==> src/design/spp_map.svh <==
`ifndef SPP_MAP_SVH
`define SPP_MAP_SVH

// Control and format bit positions
`define SPP_CTRL_SEL_BIT 0
`define SPP_FMT_PHASE_BIT 16
`define SPP_FMT_POL_BIT 17
`define SPP_FMT_PS_MSB 15
`define SPP_FMT_PS_LSB 8

// Word and counter sizes
`define SPP_WORD_BITS 16
`define SPP_PER_BITS 9

// Reset values
`define SPP_WORD_RST 16'h0000
`define SPP_PER_RST 9'h000

// Timing: figures in ns, minimum count derived from the 100 MHz clock, prescale-0 count fixed
`define SPP_CLK_PERIOD_NS 10
`define SPP_MIN_PERIOD_NS 25
`define SPP_MIN_PERIOD_CYC ((`SPP_MIN_PERIOD_NS + `SPP_CLK_PERIOD_NS - 1) / `SPP_CLK_PERIOD_NS)
`define SPP_PS0_PERIOD_CYC 2

`endif

==> src/design/spp_pkg.sv <==
package spp_pkg;

	typedef struct packed {
		logic cpol;
		logic cpha;
		logic [7:0] prescale;
	} spp_fmt_t;

	typedef struct packed {
		logic [15:0] data;
		logic valid;
	} spp_rx_t;

	typedef enum logic [1:0] {
		SPP_IDLE = 2'b01,
		SPP_ACTIVE = 2'b10
	} spp_state_t;

endpackage

==> src/design/spp_sync.sv <==
`timescale 1ns/100ps
module spp_sync #(
	parameter int WIDTH = 1
) (
	input wire logic clk,
	input wire logic arst_n,
	input wire logic [WIDTH-1:0] async_in,
	output logic [WIDTH-1:0] sync_out
);

	genvar i;
	generate
		for (i = 0; i < WIDTH; i++)
		begin : g_bit
			logic meta_r;
			logic hold_r;
			always_ff @(posedge clk or negedge arst_n)
			begin
				if (!arst_n)
				begin
					meta_r <= 1'b0;
					hold_r <= 1'b0;
				end
				else
				begin
					meta_r <= async_in[i];
					hold_r <= meta_r;
				end
			end
			assign sync_out[i] = hold_r;
		end
	endgenerate

endmodule

==> src/design/spp_port.sv <==
// Behaviour
// - Peripheral mode while controller-select bit cleared
// - Format bit 16 selects clock phase
// - Format bit 17 selects clock polarity
// - Host clock period bounded by prescale, 25ns; prescale 0 flags every period
// - Launch rising when polarity equals phase
// - Sample falling when polarity equals phase
`timescale 1ns/100ps
`include "spp_map.svh"
module spp_port (
	input wire logic clk,
	input wire logic arst_n,
	input wire logic [31:0] global_control_reg,
	input wire logic [31:0] format_reg,
	input wire logic serial_clock_in,
	input wire logic chip_select_n,
	input wire logic host_to_device_data,
	output logic device_to_host_data,
	output logic device_to_host_data_oe,
	input wire logic [15:0] tx_data,
	input wire logic tx_valid,
	output logic tx_ready,
	output logic [15:0] rx_data,
	output logic rx_valid,
	output logic tx_underrun,
	output logic period_err,
	input wire logic err_clr
);

	logic [2:0] pins_s;
	logic sck_s;
	logic cs_n_s;
	logic sdi_s;
	spp_pkg::spp_fmt_t fmt;
	logic enabled;
	logic selected;
	logic sck_rise;
	logic sck_fall;
	logic launch_edge;
	logic sample_edge;
	logic [8:0] req_cyc;
	logic [8:0] period_cyc;
	logic period_bad;

	spp_pkg::spp_state_t state_r;
	spp_pkg::spp_state_t state_nxt;
	logic sck_d_r;
	logic sck_d_nxt;
	logic [3:0] bit_cnt_r;
	logic [3:0] bit_cnt_nxt;
	logic [15:0] tx_sh_r;
	logic [15:0] tx_sh_nxt;
	logic [15:0] rx_sh_r;
	logic [15:0] rx_sh_nxt;
	logic out_r;
	logic out_nxt;
	logic oe_r;
	logic oe_nxt;
	spp_pkg::spp_rx_t rx_r;
	spp_pkg::spp_rx_t rx_nxt;
	logic [15:0] buf_r;
	logic [15:0] buf_nxt;
	logic buf_full_r;
	logic buf_full_nxt;
	logic under_r;
	logic under_nxt;
	logic [8:0] per_cnt_r;
	logic [8:0] per_cnt_nxt;
	logic seen_r;
	logic seen_nxt;
	logic err_r;
	logic err_nxt;

	// Pins come from the host clock domain
	spp_sync #(
		.WIDTH(3)
	) u_sync (
		.clk(clk),
		.arst_n(arst_n),
		// Select enters inverted so the flops' reset level reads as deselected
		.async_in({serial_clock_in, !chip_select_n, host_to_device_data}),
		.sync_out(pins_s)
	);

	assign sck_s = pins_s[2];
	assign cs_n_s = !pins_s[1];
	assign sdi_s = pins_s[0];

	always_comb
	begin
		fmt.cpha = format_reg[`SPP_FMT_PHASE_BIT];
		fmt.cpol = format_reg[`SPP_FMT_POL_BIT];
		fmt.prescale = format_reg[`SPP_FMT_PS_MSB:`SPP_FMT_PS_LSB];
	end

	assign enabled = !global_control_reg[`SPP_CTRL_SEL_BIT];
	assign selected = enabled && !cs_n_s;
	assign sck_rise = sck_s && !sck_d_r;
	assign sck_fall = !sck_s && sck_d_r;
	// Polarity sets which level is idle, so the edge choice follows both bits
	assign launch_edge = (fmt.cpol == fmt.cpha) ? sck_rise : sck_fall;
	assign sample_edge = (fmt.cpol == fmt.cpha) ? sck_fall : sck_rise;

	// Period check; two synchroniser stages blur each edge by a cycle, so
	// this flags gross violations rather than measuring to the nanosecond
	always_comb
	begin
		req_cyc = (fmt.prescale == 8'h00) ? 9'(`SPP_PS0_PERIOD_CYC) : {1'b0, fmt.prescale} + 9'h001;
		if (req_cyc < 9'(`SPP_MIN_PERIOD_CYC))
		begin
			req_cyc = 9'(`SPP_MIN_PERIOD_CYC);
		end
		period_cyc = per_cnt_r + 9'h001;
		period_bad = (period_cyc < req_cyc) ||
			((fmt.prescale == 8'h00) && (period_cyc != 9'(`SPP_PS0_PERIOD_CYC)));
	end

	assign tx_ready = !buf_full_r;

	always_comb
	begin
		state_nxt = state_r;
		sck_d_nxt = sck_s;
		bit_cnt_nxt = bit_cnt_r;
		tx_sh_nxt = tx_sh_r;
		rx_sh_nxt = rx_sh_r;
		out_nxt = out_r;
		oe_nxt = 1'b0;
		rx_nxt.data = rx_r.data;
		rx_nxt.valid = 1'b0;
		buf_nxt = buf_r;
		buf_full_nxt = buf_full_r;
		under_nxt = 1'b0;
		per_cnt_nxt = per_cnt_r;
		seen_nxt = seen_r;
		err_nxt = err_r && !err_clr;
		case (state_r)
			spp_pkg::SPP_IDLE:
			begin
				if (selected)
				begin
					// Frame start: counter restarts and the next word is taken
					state_nxt = spp_pkg::SPP_ACTIVE;
					bit_cnt_nxt = 4'h0;
					per_cnt_nxt = `SPP_PER_RST;
					seen_nxt = 1'b0;
					oe_nxt = 1'b1;
					tx_sh_nxt = buf_full_r ? buf_r : `SPP_WORD_RST;
					buf_full_nxt = 1'b0;
					under_nxt = !buf_full_r;
					if (fmt.cpha)
					begin
						// Phase 1: first edge samples, so the first bit leads
						out_nxt = tx_sh_nxt[15];
						tx_sh_nxt = {tx_sh_nxt[14:0], 1'b0};
					end
				end
			end
			spp_pkg::SPP_ACTIVE:
			begin
				if (!selected)
				begin
					state_nxt = spp_pkg::SPP_IDLE;
				end
				else
				begin
					oe_nxt = 1'b1;
					if (per_cnt_r != 9'h1ff)
					begin
						per_cnt_nxt = per_cnt_r + 9'h001;
					end
					if (sck_rise)
					begin
						per_cnt_nxt = `SPP_PER_RST;
						seen_nxt = 1'b1;
						if (seen_r && period_bad)
						begin
							err_nxt = 1'b1;
						end
					end
					if (launch_edge)
					begin
						out_nxt = tx_sh_r[15];
						tx_sh_nxt = {tx_sh_r[14:0], 1'b0};
					end
					if (sample_edge)
					begin
						rx_sh_nxt = {rx_sh_r[14:0], sdi_s};
						bit_cnt_nxt = bit_cnt_r + 4'h1;
						if (bit_cnt_r == 4'(`SPP_WORD_BITS - 1))
						begin
							// A host that keeps select low simply streams words
							rx_nxt.data = {rx_sh_r[14:0], sdi_s};
							rx_nxt.valid = 1'b1;
							tx_sh_nxt = buf_full_r ? buf_r : `SPP_WORD_RST;
							buf_full_nxt = 1'b0;
							under_nxt = !buf_full_r;
						end
					end
				end
			end
			default:
			begin
				state_nxt = spp_pkg::SPP_IDLE;
			end
		endcase
		// Accept after any reload, so a word taken at a load cycle is kept
		if (tx_valid && tx_ready)
		begin
			buf_nxt = tx_data;
			buf_full_nxt = 1'b1;
		end
	end

	always_ff @(posedge clk or negedge arst_n)
	begin
		if (!arst_n)
		begin
			state_r <= spp_pkg::SPP_IDLE;
			sck_d_r <= 1'b0;
			bit_cnt_r <= 4'h0;
			tx_sh_r <= `SPP_WORD_RST;
			rx_sh_r <= `SPP_WORD_RST;
			out_r <= 1'b0;
			oe_r <= 1'b0;
			rx_r <= '0;
			buf_r <= `SPP_WORD_RST;
			buf_full_r <= 1'b0;
			under_r <= 1'b0;
			per_cnt_r <= `SPP_PER_RST;
			seen_r <= 1'b0;
			err_r <= 1'b0;
		end
		else
		begin
			state_r <= state_nxt;
			sck_d_r <= sck_d_nxt;
			bit_cnt_r <= bit_cnt_nxt;
			tx_sh_r <= tx_sh_nxt;
			rx_sh_r <= rx_sh_nxt;
			out_r <= out_nxt;
			oe_r <= oe_nxt;
			rx_r <= rx_nxt;
			buf_r <= buf_nxt;
			buf_full_r <= buf_full_nxt;
			under_r <= under_nxt;
			per_cnt_r <= per_cnt_nxt;
			seen_r <= seen_nxt;
			err_r <= err_nxt;
		end
	end

	assign device_to_host_data = out_r;
	assign device_to_host_data_oe = oe_r;
	assign rx_data = rx_r.data;
	assign rx_valid = rx_r.valid;
	assign tx_underrun = under_r;
	assign period_err = err_r;

endmodule

==> config.mk <==
export PLATFORM = sky130hd
export DESIGN_NAME = spp_port
export DESIGN_NICKNAME = d
export VERILOG_FILES = /design/src/design/spp_pkg.sv /design/src/design/spp_sync.sv /design/src/design/spp_port.sv
export VERILOG_INCLUDE_DIRS = /design/src /design/src/design
export SDC_FILE = /design/constraint.sdc
export NUM_CORES = 1
export LEC_CHECK = 0
export BUFFER_PORTS_ARGS = -buffer_cell sky130_fd_sc_hd__buf_2
export CORE_UTILIZATION = 55
export CTS_CLUSTER_DIAMETER = 40
export DETAILED_ROUTE_END_ITERATION = 6
export PLACE_DENSITY = 0.9
export SLEW_MARGIN = 5
export SYNTH_ARGS = -nofsm -noshare
export SYNTH_HDL_FRONTEND = slang
export SYNTH_HIERARCHICAL = 1
export SYNTH_SLANG_ARGS = --single-unit
==> constraint.sdc <==
create_clock -name clk -period 2.8 [get_ports clk]
set_input_delay 0.7 -clock clk [delete_from_list [all_inputs] [get_ports clk]]
set_output_delay 0.7 -clock clk [all_outputs]
set_load 0.03 [all_outputs]
=== Yosys cells after proc, flatten, opt, wreduce, memory -nomap -nowiden ===
Index checks and enable logic that the tools add are counted.

* Output and inout port bits: 22
* Logic and storage cells: 124
* Input bits: 87
* Flip-flop bits (word level): 92

* Reductions and logical operators: 27
* Eq/ne operators: 18
* Multiplexer cells: 53
* $lt $le $gt $ge: 2
* $add $sub $neg: 3

{| class="wikitable"
|+ Operators by type and width
! operator !! number
|-
| two-way mux 16 bit || 7
|-
| two-way mux 9 bit || 6
|-
| one-hot mux 16 bit (2 select lines) || 1
|-
| two-way mux 1 bit || 27
|-
| one-hot mux 9 bit (2 select lines) || 1
|-
| AND reduction 4 bit || 4
|-
| != test 3 bit (second input constant) || 5
|-
| != test 2 bit (second input constant) || 7
|-
| two-way mux 4 bit || 3
|-
| AND reduction 5 bit || 2
|-
| adder 8 x 1 -> 9 bit (second input constant) || 1
|-
| adder 9 x 1 -> 9 bit (second input constant) || 1
|-
| < comparator 9 x 2 -> 1 bit (second input constant) || 1
|-
| < comparator 9 bit || 1
|-
| != test 9 x 2 -> 1 bit (second input constant) || 1
|-
| != test 9 bit (second input constant) || 1
|-
| zero test 8 bit || 1
|-
| one-hot mux 1 bit (2 select lines) || 4
|-
| one-hot mux 4 bit (2 select lines) || 1
|-
| logical AND 1 bit || 7
|-
| zero test 1 bit || 6
|-
| AND reduction 3 bit || 2
|-
| adder 4 x 1 -> 4 bit (second input constant) || 1
|-
| equality test 4 bit (second input constant) || 1
|-
| 10 further kinds || 11
|}

=== Depth between registers and ports, before layout ===
Gate-level depths: netlist of run 1.

* Word-level depth: 11
* Mapped depth: 14
* Gate-level depth less buffers: 14

=== Modules after synthesis ===
Netlist of run 1, hierarchy kept.

{| class="wikitable"
|+ Modules (own cells, without submodules)
! module !! seq. area each (um^2) !! area each (um^2) !! cells each !! instances
|-
| spp_port || 2,153.3 || 4,699.5 || 471 || 1
|-
| spp_sync || 150.1 || 172.7 || 9 || 1
|}

=== Worst setup path after synthesis of run 1 ===
OpenSTA, ideal clock, no wires.

* Path type: input to register
* Start point: in format_reg[15]
* End point: reg err_r, in the netlist period_err
* Required time: 2.713 ns
* Library setup time: 0.087 ns
* Stages on the path: 12
* Path slack: -0.026 ns
* Path buffers: 0
* Data arrival time: 2.740 ns
* Cells stage by stage: or3_1 nor4_2 nor2_1 a211oi_1 nor3_1 ha_1 a211oi_1 o21ai_0 o2111ai_1 o311a_1 o41ai_1 o211ai_1

* Longest elaborated chain between the ends: 11
* Elaborated cells on any way between the ends: 13
* Classes of those cells: add/sub (1); order compare (2); mux (6); reduce/logical (4)

{| class="wikitable"
|+ RTL lines
! element !! line !! source
|-
| start: declaration || spp_port.sv:14 || <nowiki>input wire logic [31:0] format_reg,</nowiki>
|-
| adder 8 x 1 -> 9 bit / zero test 8 bit (equally long branches) || spp_port.sv:108, spp_port.sv:115 ||
|-
| two-way mux 9 bit || spp_port.sv:108 || <nowiki>req_cyc = (fmt.prescale == 8'h00) ? 9'(`SPP_PS0_PERIOD_CYC) : {1'b0, fmt.prescale} + 9'h001;</nowiki>
|-
| < comparator 9 x 2 -> 1 bit || spp_port.sv:109 || <nowiki>if (req_cyc < 9'(`SPP_MIN_PERIOD_CYC))</nowiki>
|-
| two-way mux 9 bit || spp_port.sv:109 ||
|-
| < comparator 9 bit || spp_port.sv:114 || <nowiki>period_bad = (period_cyc < req_cyc) ||</nowiki>
|-
| logical OR 1 bit * || spp_port.sv:114 ||
|-
| logical AND 1 bit * || spp_port.sv:176 || <nowiki>if (seen_r && period_bad)</nowiki>
|-
| two-way mux 1 bit * || spp_port.sv:176 ||
|-
| two-way mux 1 bit * || spp_port.sv:172 || <nowiki>if (sck_rise)</nowiki>
|-
| two-way mux 1 bit * || spp_port.sv:161 || <nowiki>if (!selected)</nowiki>
|-
| two-way mux 1 bit * || spp_port.sv:137 || <nowiki>case (state_r)</nowiki>
|-
| named net err_nxt || spp_port.sv:72 || <nowiki>logic err_nxt;</nowiki>
|-
| end signal: assignment || spp_port.sv:249 || <nowiki>err_r <= err_nxt;</nowiki>
|-
| end: declaration || spp_port.sv:71 || <nowiki>logic err_r;</nowiki>
|}

Mark *: on every way through the listed nets, which the timed path passes. The rest lies on a longest branch.
A chain may end at the register's enable or synchronous reset.

=== Worst setup path in the final report of run 1 ===
Ends and elaborated chain as after synthesis.

==> results.md, run 1 <==
- Outcome: completed
- Post-synth top area share: 0.4674
- Routed WL: 10290 um
- Post-Synth Adder-Cell Area: 0.04109
- IO Pins: 109
- Slowest-stage cell, CP: or3_1
- Row count: 33
- Crit Path Category: in -> reg
- Syn. warnings: 6
- Synth area leader: dfrtp_1
- CTS clk-pin slew, worst paths: 0.09 ns
- Worst path max stage delay: 0.42 ns
- GRT Residual Overflow: 0
- Mux contribution to synthesized area: 0.1261
- Worst VDD drop: 0.6336 mV
- Post-synth EDFFs: 0
- Min-delay worst type: in -> async
- Non-filler instance count after layout: 655
- Initial antenna violation count: 0
- RePlAce Congestion: 0.9016
- Endpoints failing hold: 0
- Cells after Synth: 480
- Max-slew violations: 0
- Total track usage: 0.2359
- DRT iter0 DRCs: 274
- Total power: 4.332 mW
- WL/cell: 15.70 um
- Synth Register Bits: 92
- Clk Latency, worst-skew pair: 0.36 ns
- CP arrival: 2.94 ns
- Post-synthesis sequential area ratio: 0.4728
- Post-Route Skew: 0.01019 ns
- Post-Synth XOR/XNOR Area: 0.02902
- Detail Placement HPWL: 7007 um
- Final Core Density: 0.6665
- Die area: 9239 sq um
- Largest family of logic cells by synthesized area: simple AND/OR/NAND/NOR gates
- Post-synthesis compound-gate area fraction: 0.1397
- Setup crit start kind: primary input
- Commonest cells in the netlist: dfrtp_1, nand2_1, o21ai_0
- Fraction of layout cells with a size suffix above 1: 0.2673
- Die W: 96.12 um
- Placed instance count: 637
- Lkg Pwr: 2.760 nW
- Number of iterations in the first detailed-routing pass: 5
- Setup crit end kind: flip-flop
- Cells along the critical path: buf_2 > or3_1 > nor4_4 > nor2_1 > a211oi_2 > nor3_1 > ha_1 > nand4_1 > o311a_1 > o41ai_1 > o211ai_1
- TritonCTS buffer count: 9
- Setup violations, final: 0
- Final min period: 2.715 ns
- Worst-Margin Slew: 0.6882 ns
- Slew margin rel.: 0.5412
- Largest net degree at the start of global routing: 46
- Area Overhead vs Synth: 14.66%
- CTS root buf: clkbuf_8
- Max_cap viols: 0
- First-pass GRT wire length: 16770 um
- Final #Nets: 648
- Htree depth: 3
- Asr flop ratio synth: 1.000
- Max clock buf depth: 2
- Antenna diodes: 0
- Top FF cell, synth: dfrtp_1
- Vias in the first global route: 3555
- DR DRC count: 0
- Finished Cell Area: 5587 sq um
- Fin crit share: 0.9695
- Synth Area per Inst: 10.15 sq um
- Fill cell count: 613
- Pwr/cell area: 775.4 nW/um^2
- Worst EP required: 3.03 ns
- Buffers on Ports: 55
- Synth unique cells: 55
- Syn_nets: 583
- Most numerous cell in the Yosys netlist: dfrtp_1
- Top cells by area, synth: dfrtp_1, nand2_1, mux2_2, o21ai_0, ha_1
- Synth Area in Simple Gates: 0.1474
- Initial Util: 0.5813
- Core Region: 8382 sq um
- TritonCTS clock tree: built
- Antenna viol nets, final: 0
- Via count: 3833
- Syn Std Cell Area: 4872 sq um
- Crit path max fanout: 3
- Clk sinks: 92
- Max frequency: 368.4 MHz
- Die height: 96.12 um
- Cell Area, Placed: 5336 sq um
- Vias per cell: 5.852
state kept, by name (all words and copies together), names as in the netlist:
register	count
per_cnt_r	9
tx_sh_r	16
buf_r	16
u_sync/g_bit.hold_r	3
rx_valid	1
device_to_host_data	1
u_sync/g_bit.meta_r	3
rx_data	16
tx_underrun	1
rx_sh_r	15
seen_r	1
bit_cnt_r	4
sck_d_r	1
period_err	1
state_r	2
buf_full_r	1
device_to_host_data_oe	1
final cells by class:
class	count	area, sq um	share of cell area
multi-input cells	345	2374	0.4249
repair buffers	83	500.5	0.08959
clock buffers	11	141.4	0.02531
inverters	14	52.55	0.009406
flip-flops and latches	92	2303	0.4123
clock inverters	5	83.83	0.01501
well taps	105	131.4	0.02352
cell usage in the layout, fill, tap and decap left out, types with 4 or more instances in the layout:
| master | n |
|---|---|
| mux2_2 | 26 |
| clkbuf_8 | 10 |
| o31ai_1 | 4 |
| and3_1 | 6 |
| xnor2_1 | 8 |
| dfrtp_1 | 91 |
| nor2_1 | 25 |
| nand2b_1 | 5 |
| xor2_1 | 5 |
| inv_1 | 14 |
| nand4_1 | 5 |
| a21oi_1 | 25 |
| nand2_1 | 80 |
| o21ai_0 | 42 |
| buf_2 | 54 |
| nand3_1 | 12 |
| mux2_4 | 9 |
| mux2i_1 | 15 |
| buf_4 | 28 |
| ha_1 | 16 |
| nor3_1 | 6 |
| o22a_1 | 12 |
stage by stage:
step / setup TNS, ns / setup WS, ns / hold WS, ns
3_3_place_gp: -0.2447 / -0.2447 / 0.3353
5_1_grt: -0.05910 / -0.05910 / 0.3726
4_1_cts: 0 / 0.04711 / 0.3550
6_report: 0 / 0.08546 / 0.3352
3_5_place_dp: -0.2977 / -0.2977 / 0.3394
2_1_floorplan: 0 / 0.01230 / 0.3312
worst paths after layout:
check | start | endpoint | slack, ns | cells after the start
max in group asynchronous | arst_n | buf_r[2] | 1.78 | 2
hold reg to reg | u_sync/g_bit[2].meta_r | u_sync/g_bit[2].hold_r | 0.36 | 0
min in group clk | u_sync/g_bit[2].meta_r | u_sync/g_bit[2].hold_r | 0.36 | 0
setup reg to reg | per_cnt_r[1] | period_err | 0.18 | 10
hold / removal | arst_n | per_cnt_r[5] | 0.34 | 1
setup / recovery | format_reg[15] | period_err | 0.09 | 11
worst max-delay path: cells and delay by family:
family / cells / cell delay, ns
buffers and inverters: 1 / 0.11
adder cells (fa/ha/maj): 1 / 0.28
AND/OR/NAND/NOR: 5 / 1.07
AO/OA/AOI/OAI: 4 / 0.78
timing repair:
item                       4_1_cts  5_1_grt
setup endpoints to repair        0        1
gates resized for setup          0        3
buffers inserted                 0        2
hold buffers                     0        0
per-layer routing:
layer | GRT usage | vias to the layer above | share of wire | wire (um)
met1 | 0.3249 | 1877 | 0.45 | 4579
li1 | - | 1807 | - | -
met3 | 0.04660 | 15 | 0.055 | 561
met2 | 0.3753 | 134 | 0.48 | 4979
met5 | 0 | - | 0 | 0
met4 | 0.07587 | 0 | 0.016 | 165
report_power, final:
group | leakage (nW) | switching, mW | internal (mW) | total, mW
combinational | 1.47 | 0.787 | 0.647 | 1.43
sequential | 1.19 | 0.265 | 1.64 | 1.90
clock | 0.106 | 0.467 | 0.531 | 0.998
total | 2.76 | 1.52 | 2.81 | 4.33
cell families (layout without fill, tap and decap cells):
group	Yosys count	after routing
buffers and inverters	43	113
AND/OR/NAND/NOR	156	156
multiplexers	52	52
adder cells (fa/ha/maj)	16	16
flip-flops	92	92
AO/OA/AOI/OAI	107	107
XOR/XNOR	14	14
No activity file was read; power rests on OpenSTA's default activity.
==> run 2, diff against run 1 <==
--- a/config.mk
+++ b/config.mk
@@ -7,10 +7,11 @@
 export NUM_CORES = 1
 export LEC_CHECK = 0
 export BUFFER_PORTS_ARGS = -buffer_cell sky130_fd_sc_hd__buf_2
-export CORE_UTILIZATION = 55
+export CORE_MARGIN = 5
+export CORE_UTILIZATION = 49
 export CTS_CLUSTER_DIAMETER = 40
 export DETAILED_ROUTE_END_ITERATION = 6
-export PLACE_DENSITY = 0.9
+export PLACE_DENSITY = 0.85
 export SLEW_MARGIN = 5
 export SYNTH_ARGS = -nofsm -noshare
 export SYNTH_HDL_FRONTEND = slang
==> constraint.sdc (replaced) <==
create_clock -name clk -period 2.4 [get_ports clk]
set_input_delay 0.6 -clock clk [delete_from_list [all_inputs] [get_ports clk]]
set_output_delay 0.6 -clock clk [all_outputs]
set_load 0.03 [all_outputs]
==> results.md, run 2 (synthesized netlist as in run 1, its figures left out) <==
- Outcome: finished, violations left
- Failing checks: negative setup slack
- Routed WL: 10880 um
- Worst EP required: 2.64 ns
- Worst-Margin Slew: 0.6246 ns
- Area Overhead vs Synth: 18.10%
- RePlAce Congestion: 0.8472
- Clock power share: 0.229
- Setup crit end kind: flip-flop
- Switching part of the total: 0.3544
- Pre-CTS setup slack: -0.4314 ns
- Levels on crit path: 11
- TritonCTS buffer count: 9
- Htree depth: 3
- Cell family with most CP delay: simple AND/OR/NAND/NOR gates
- Area of the multi-input gates: 2402 sq um
- Non-filler instance count after layout: 695
- Die area: 12040 sq um
- Fin worst setup slack: -0.06467 ns
- Row count: 36
- Via count: 3840
- Clk sinks: 92
- Total track usage: 0.1959
- R2R cell count: 11
- WL/cell: 15.65 um
- Crit Path Category: in -> reg
- Final hold slack: 0.1817 ns
- Lkg Pwr: 2.828 nW
- Final setup TNS: -0.06467 ns
- Commonest non-fill, non-tap cell in the layout: dfrtp_1
- CTS clk-pin slew, worst paths: 0.10 ns
- Worst path max stage delay: 0.39 ns
- Placed instance count: 679
- Cells along the critical path: buf_6 > or3_4 > nor4_4 > nor2_2 > a211oi_2 > nor3_1 > ha_1 > nand4_1 > o311a_1 > o41ai_2 > o211ai_1
- Total power: 5.072 mW
- Vias per cell: 5.525
- Comb power frac: 0.337
- Core Region: 9729 sq um
- TritonCTS clock tree: built
- Initial antenna violation count: 1
- DR DRC count: 0
- Sw Pwr: 1.797 mW
- Final min period: 2.465 ns
- Initial Util: 0.5008
- Register area: 2303 sq um
- Final Core Density: 0.5914
- Fill cell count: 829
- Max clock buf depth: 2
- Antenna diodes: 0
- Fin crit share: 1.027
- GRT Residual Overflow: 0
- Hold Buf Count CTS: 0
- Post-Route Skew: 0.01422 ns
- Endpoints failing hold: 0
- Crit path max fanout: 3
- Clk Latency, worst-skew pair: 0.36 ns
- Buffers on Ports: 55
- Buf+Inv Stages, Crit Path: 1
- CP arrival: 2.71 ns
- Fraction of layout cells with a size suffix above 1: 0.2918
- Die W: 109.7 um
- Max frequency: 405.7 MHz
- Unrepaired setup endpoints after global routing: yes
- Slew margin rel.: 0.5808
- Antenna viol nets, final: 0
- Pwr/cell area: 881.5 nW/um^2
- Largest net degree at the start of global routing: 58
- Int Pwr: 3.275 mW
- Worst VDD drop: 0.4245 mV
- Number of iterations in the first detailed-routing pass: 5
- Cell Area, Placed: 5499 sq um
- Detail Placement HPWL: 7721 um
- Setup crit start kind: primary input
- First-pass GRT wire length: 18650 um
- Most frequent cells in the layout: dfrtp_1, nand2_1, buf_2, o21ai_0, buf_4
- Setup violations, final: 1
- Die height: 109.7 um
- Seq pwr share: 0.434
- Max-slew violations: 0
- Slowest-stage cell, CP: or3_4
- Final #Nets: 661
- CTS root buf: clkbuf_8
- Vias in the first global route: 3992
- IO Pins: 109
- Min-delay worst type: in -> async
- Finished Cell Area: 5754 sq um
- Max_cap viols: 0
- DRT iter0 DRCs: 257
[run 2: repair_timing]
action / CTS / global route
endpoints found under the setup margin: 1 / 1
gates resized for setup: 2 / 4
pin swaps: 0 / 1
gates cloned: 0 / 0
setup buffers: 0 / 1
[run 2: area by class of cell]
type,count,share of cell area
Multi-Input combinational cell,345,0.4175
Sequential cell,92,0.4003
Timing Repair Buffer,96,0.1061
Tap cell,133,0.02892
Clock buffer,9,0.02153
Clock inverter,6,0.01653
Inverter,14,0.009132
[run 2: power by group through the flow]
| stage | Clock, mW | Sequential [mW] | Combinational (mW) |
|---|---|---|---|
| finish | 1.16 | 2.20 | 1.71 |
| global route | 1.25 | 2.24 | 1.90 |
| CTS | 1.18 | 2.20 | 1.70 |
| detailed placement | 0 | 2.22 | 1.67 |
| global placement | 0 | 2.20 | 1.57 |
| floorplan | 0 | 2.15 | 1.26 |
[run 2: worst paths after layout]
| kind | startpoint | slack (ns) | endpoint |
|---|---|---|---|
| setup / recovery | format_reg[15] | -0.06 | period_err |
| hold / removal | arst_n | 0.18 | per_cnt_r[3] |
| setup reg to reg | per_cnt_r[0] | 0.03 | period_err |
| hold reg to reg | u_sync/g_bit[0].meta_r | 0.36 | u_sync/g_bit[0].hold_r |
| max in group asynchronous | arst_n | 1.56 | tx_sh_r[5] |
| min in group clk | host_to_device_data | 0.34 | u_sync/g_bit[0].meta_r |
[run 2: routing by layer]
metal / vias up / share of wire / track usage
li1: 1842 / - / -
met1: 1881 / 0.43 / 0.2473
met2: 93 / 0.50 / 0.3291
met3: 22 / 0.050 / 0.03934
met4: 2 / 0.021 / 0.08014
met5: - / 0.00064 / 0
==> run 3, diff against run 2 <==
==> constraint.sdc (replaced) <==
create_clock -name clk -period 2.1 [get_ports clk]
set_input_delay 0.525 -clock clk [delete_from_list [all_inputs] [get_ports clk]]
set_output_delay 0.525 -clock clk [all_outputs]
set_load 0.03 [all_outputs]
==> results.md, run 3 (synthesized netlist as in run 1, its figures left out) <==
- Outcome: finished, violations left
- Failing checks: negative setup slack
- Unrepaired setup endpoints after global routing: yes
- Most used cell, CP: ha_4
- Finished Cell Area: 5948 sq um
- Worst VDD drop: 0.5731 mV
- Slowest-stage cell, CP: dfrtp_2
- Core Region: 9729 sq um
- Min-delay worst type: in -> async
- Row count: 36
- Vias in the first global route: 4165
- Clk Latency, worst-skew pair: 0.37 ns
- Die height: 109.7 um
- Area Overhead vs Synth: 22.09%
- IO Pins: 109
- Htree depth: 3
- Fin crit share: 1.124
- Worst path max stage delay: 0.43 ns
- Crit path max fanout: 2
- Number of iterations in the first detailed-routing pass: 5
- Die W: 109.7 um
- Area of the multi-input gates: 2451 sq um
- CTS root buf: clkbuf_8
- Final setup TNS: -0.2606 ns
- Worst setup startpoint: per_cnt_r[0]
- Register area: 2305 sq um
- Final hold slack: 0.07549 ns
- Cell Area, Placed: 5658 sq um
- Routed WL: 11790 um
- CP arrival: 2.60 ns
- Vias per cell: 5.689
- DR DRC count: 0
- First-pass GRT wire length: 19640 um
- Slew margin rel.: 0.7120
- Non-filler instance count after layout: 714
- RePlAce Congestion: 0.8306
- Max_cap viols: 0
- Hold Buf Count CTS: 0
- Worst EP required: 2.34 ns
- Clk sinks: 92
- Worst-Margin Slew: 0.4310 ns
- Cells along the critical path: ha_4 > and2_4 > nand2_2 > nor2_1 > ha_1 > ha_4 > buf_4 > nand4_1 > o311a_1 > o41ai_2 > o211ai_1
- TritonCTS clock tree: built
- Fill cell count: 780
- Setup violations, final: 1
- Commonest non-fill, non-tap cell in the layout: dfrtp_1
- FF-to-FF setup slack: -0.26 ns
- Setup crit start kind: flip-flop
- Worst r2r dst: period_err
- Cell family with most CP delay: adder cells
- Setup crit end kind: flip-flop
- Max frequency: 423.6 MHz
- Initial Util: 0.5008
- Placed instance count: 693
- Total power: 5.729 mW
- R2R cell count: 11
- Pwr/cell area: 963.1 nW/um^2
- Max clock buf depth: 2
- Antenna viol nets, final: 0
- Lkg Pwr: 2.912 nW
- Buf+Inv Stages, Crit Path: 1
- Via count: 4062
- Endpoints failing hold: 0
- Antenna diodes: 0
- Levels on crit path: 11
- Final #Nets: 679
- Max-slew violations: 0
- WL/cell: 16.52 um
- GRT Residual Overflow: 0
- Buffers on Ports: 55
- Most frequent cells in the layout: dfrtp_1, nand2_1, buf_4, buf_2, o21ai_0
- Final min period: 2.361 ns
- Reg2reg start: per_cnt_r[0]
- Crit Path Category: reg -> reg
- Initial antenna violation count: 1
- Total track usage: 0.2081
- Fraction of layout cells with a size suffix above 1: 0.3305
- Post-Route Skew: 0.01833 ns
- DRT iter0 DRCs: 286
- Detail Placement HPWL: 8488 um
- TritonCTS buffer count: 9
- Critical Path Sink: period_err
- CTS clk-pin slew, worst paths: 0.10 ns
- Largest net degree at the start of global routing: 42
- Die area: 12040 sq um
- Fin worst setup slack: -0.2606 ns
## run 3: cell types whose count changed in the layout (fill, tap and decap cells not counted), sizes merged
cell    delta
buf       +18
inv        +1
clkinv     +1
bufinv     -2
clkbuf     +1
## run 3: what timing repair did
action / 4_1_cts / 5_1_grt
setup buffers: 5 / 0
setup endpoints to repair: 1 / 15
resized for setup: 9 / 4
pin swaps: 9 / 1
## run 3: worst min-delay path by stage
stage                                         to  cells past startpoint
after detailed placement  u_sync/g_bit[1].hold_r                      0
after floorplan                     bit_cnt_r[0]                      0
after CTS                             period_err                      1
after global placement    u_sync/g_bit[1].hold_r                      0
after global routing                  period_err                      1
final                               per_cnt_r[5]                      1
## run 3: cell type report
type | count | share of cell area
well taps | 133 | 0.02798
multi-input cells | 345 | 0.4121
inverters | 14 | 0.008835
repair buffers | 114 | 0.1317
flip-flops and latches | 92 | 0.3875
clock buffers | 10 | 0.02314
clock inverters | 6 | 0.008835
## run 3: where the power goes
part / leakage (nW) / total, mW / switching (mW) / internal [mW]
Combinational: 1.63 / 2.06 / 1.11 / 0.947
Sequential: 1.19 / 2.52 / 0.334 / 2.18
Clock: 0.0914 / 1.15 / 0.671 / 0.481
Total: 2.91 / 5.73 / 2.12 / 3.61
## run 3: per-layer routing
layer  track usage  part of all wire  vias up
met5             0           0.00093        -
met4       0.07213             0.023        2
met3       0.05461             0.067       30
met2        0.3566              0.51      161
met1        0.2537              0.40     1993
li1              -                 -     1876
## run 3: stage by stage
stage / setup slack (ns) / utilization
2_1_floorplan: -0.3282 / -
3_3_place_gp: -0.5402 / 0.5815
3_5_place_dp: -0.6417 / 0.5815
4_1_cts: -0.2441 / 0.6100
5_1_grt: -0.3979 / 0.6114
6_report: -0.2606 / 0.6114
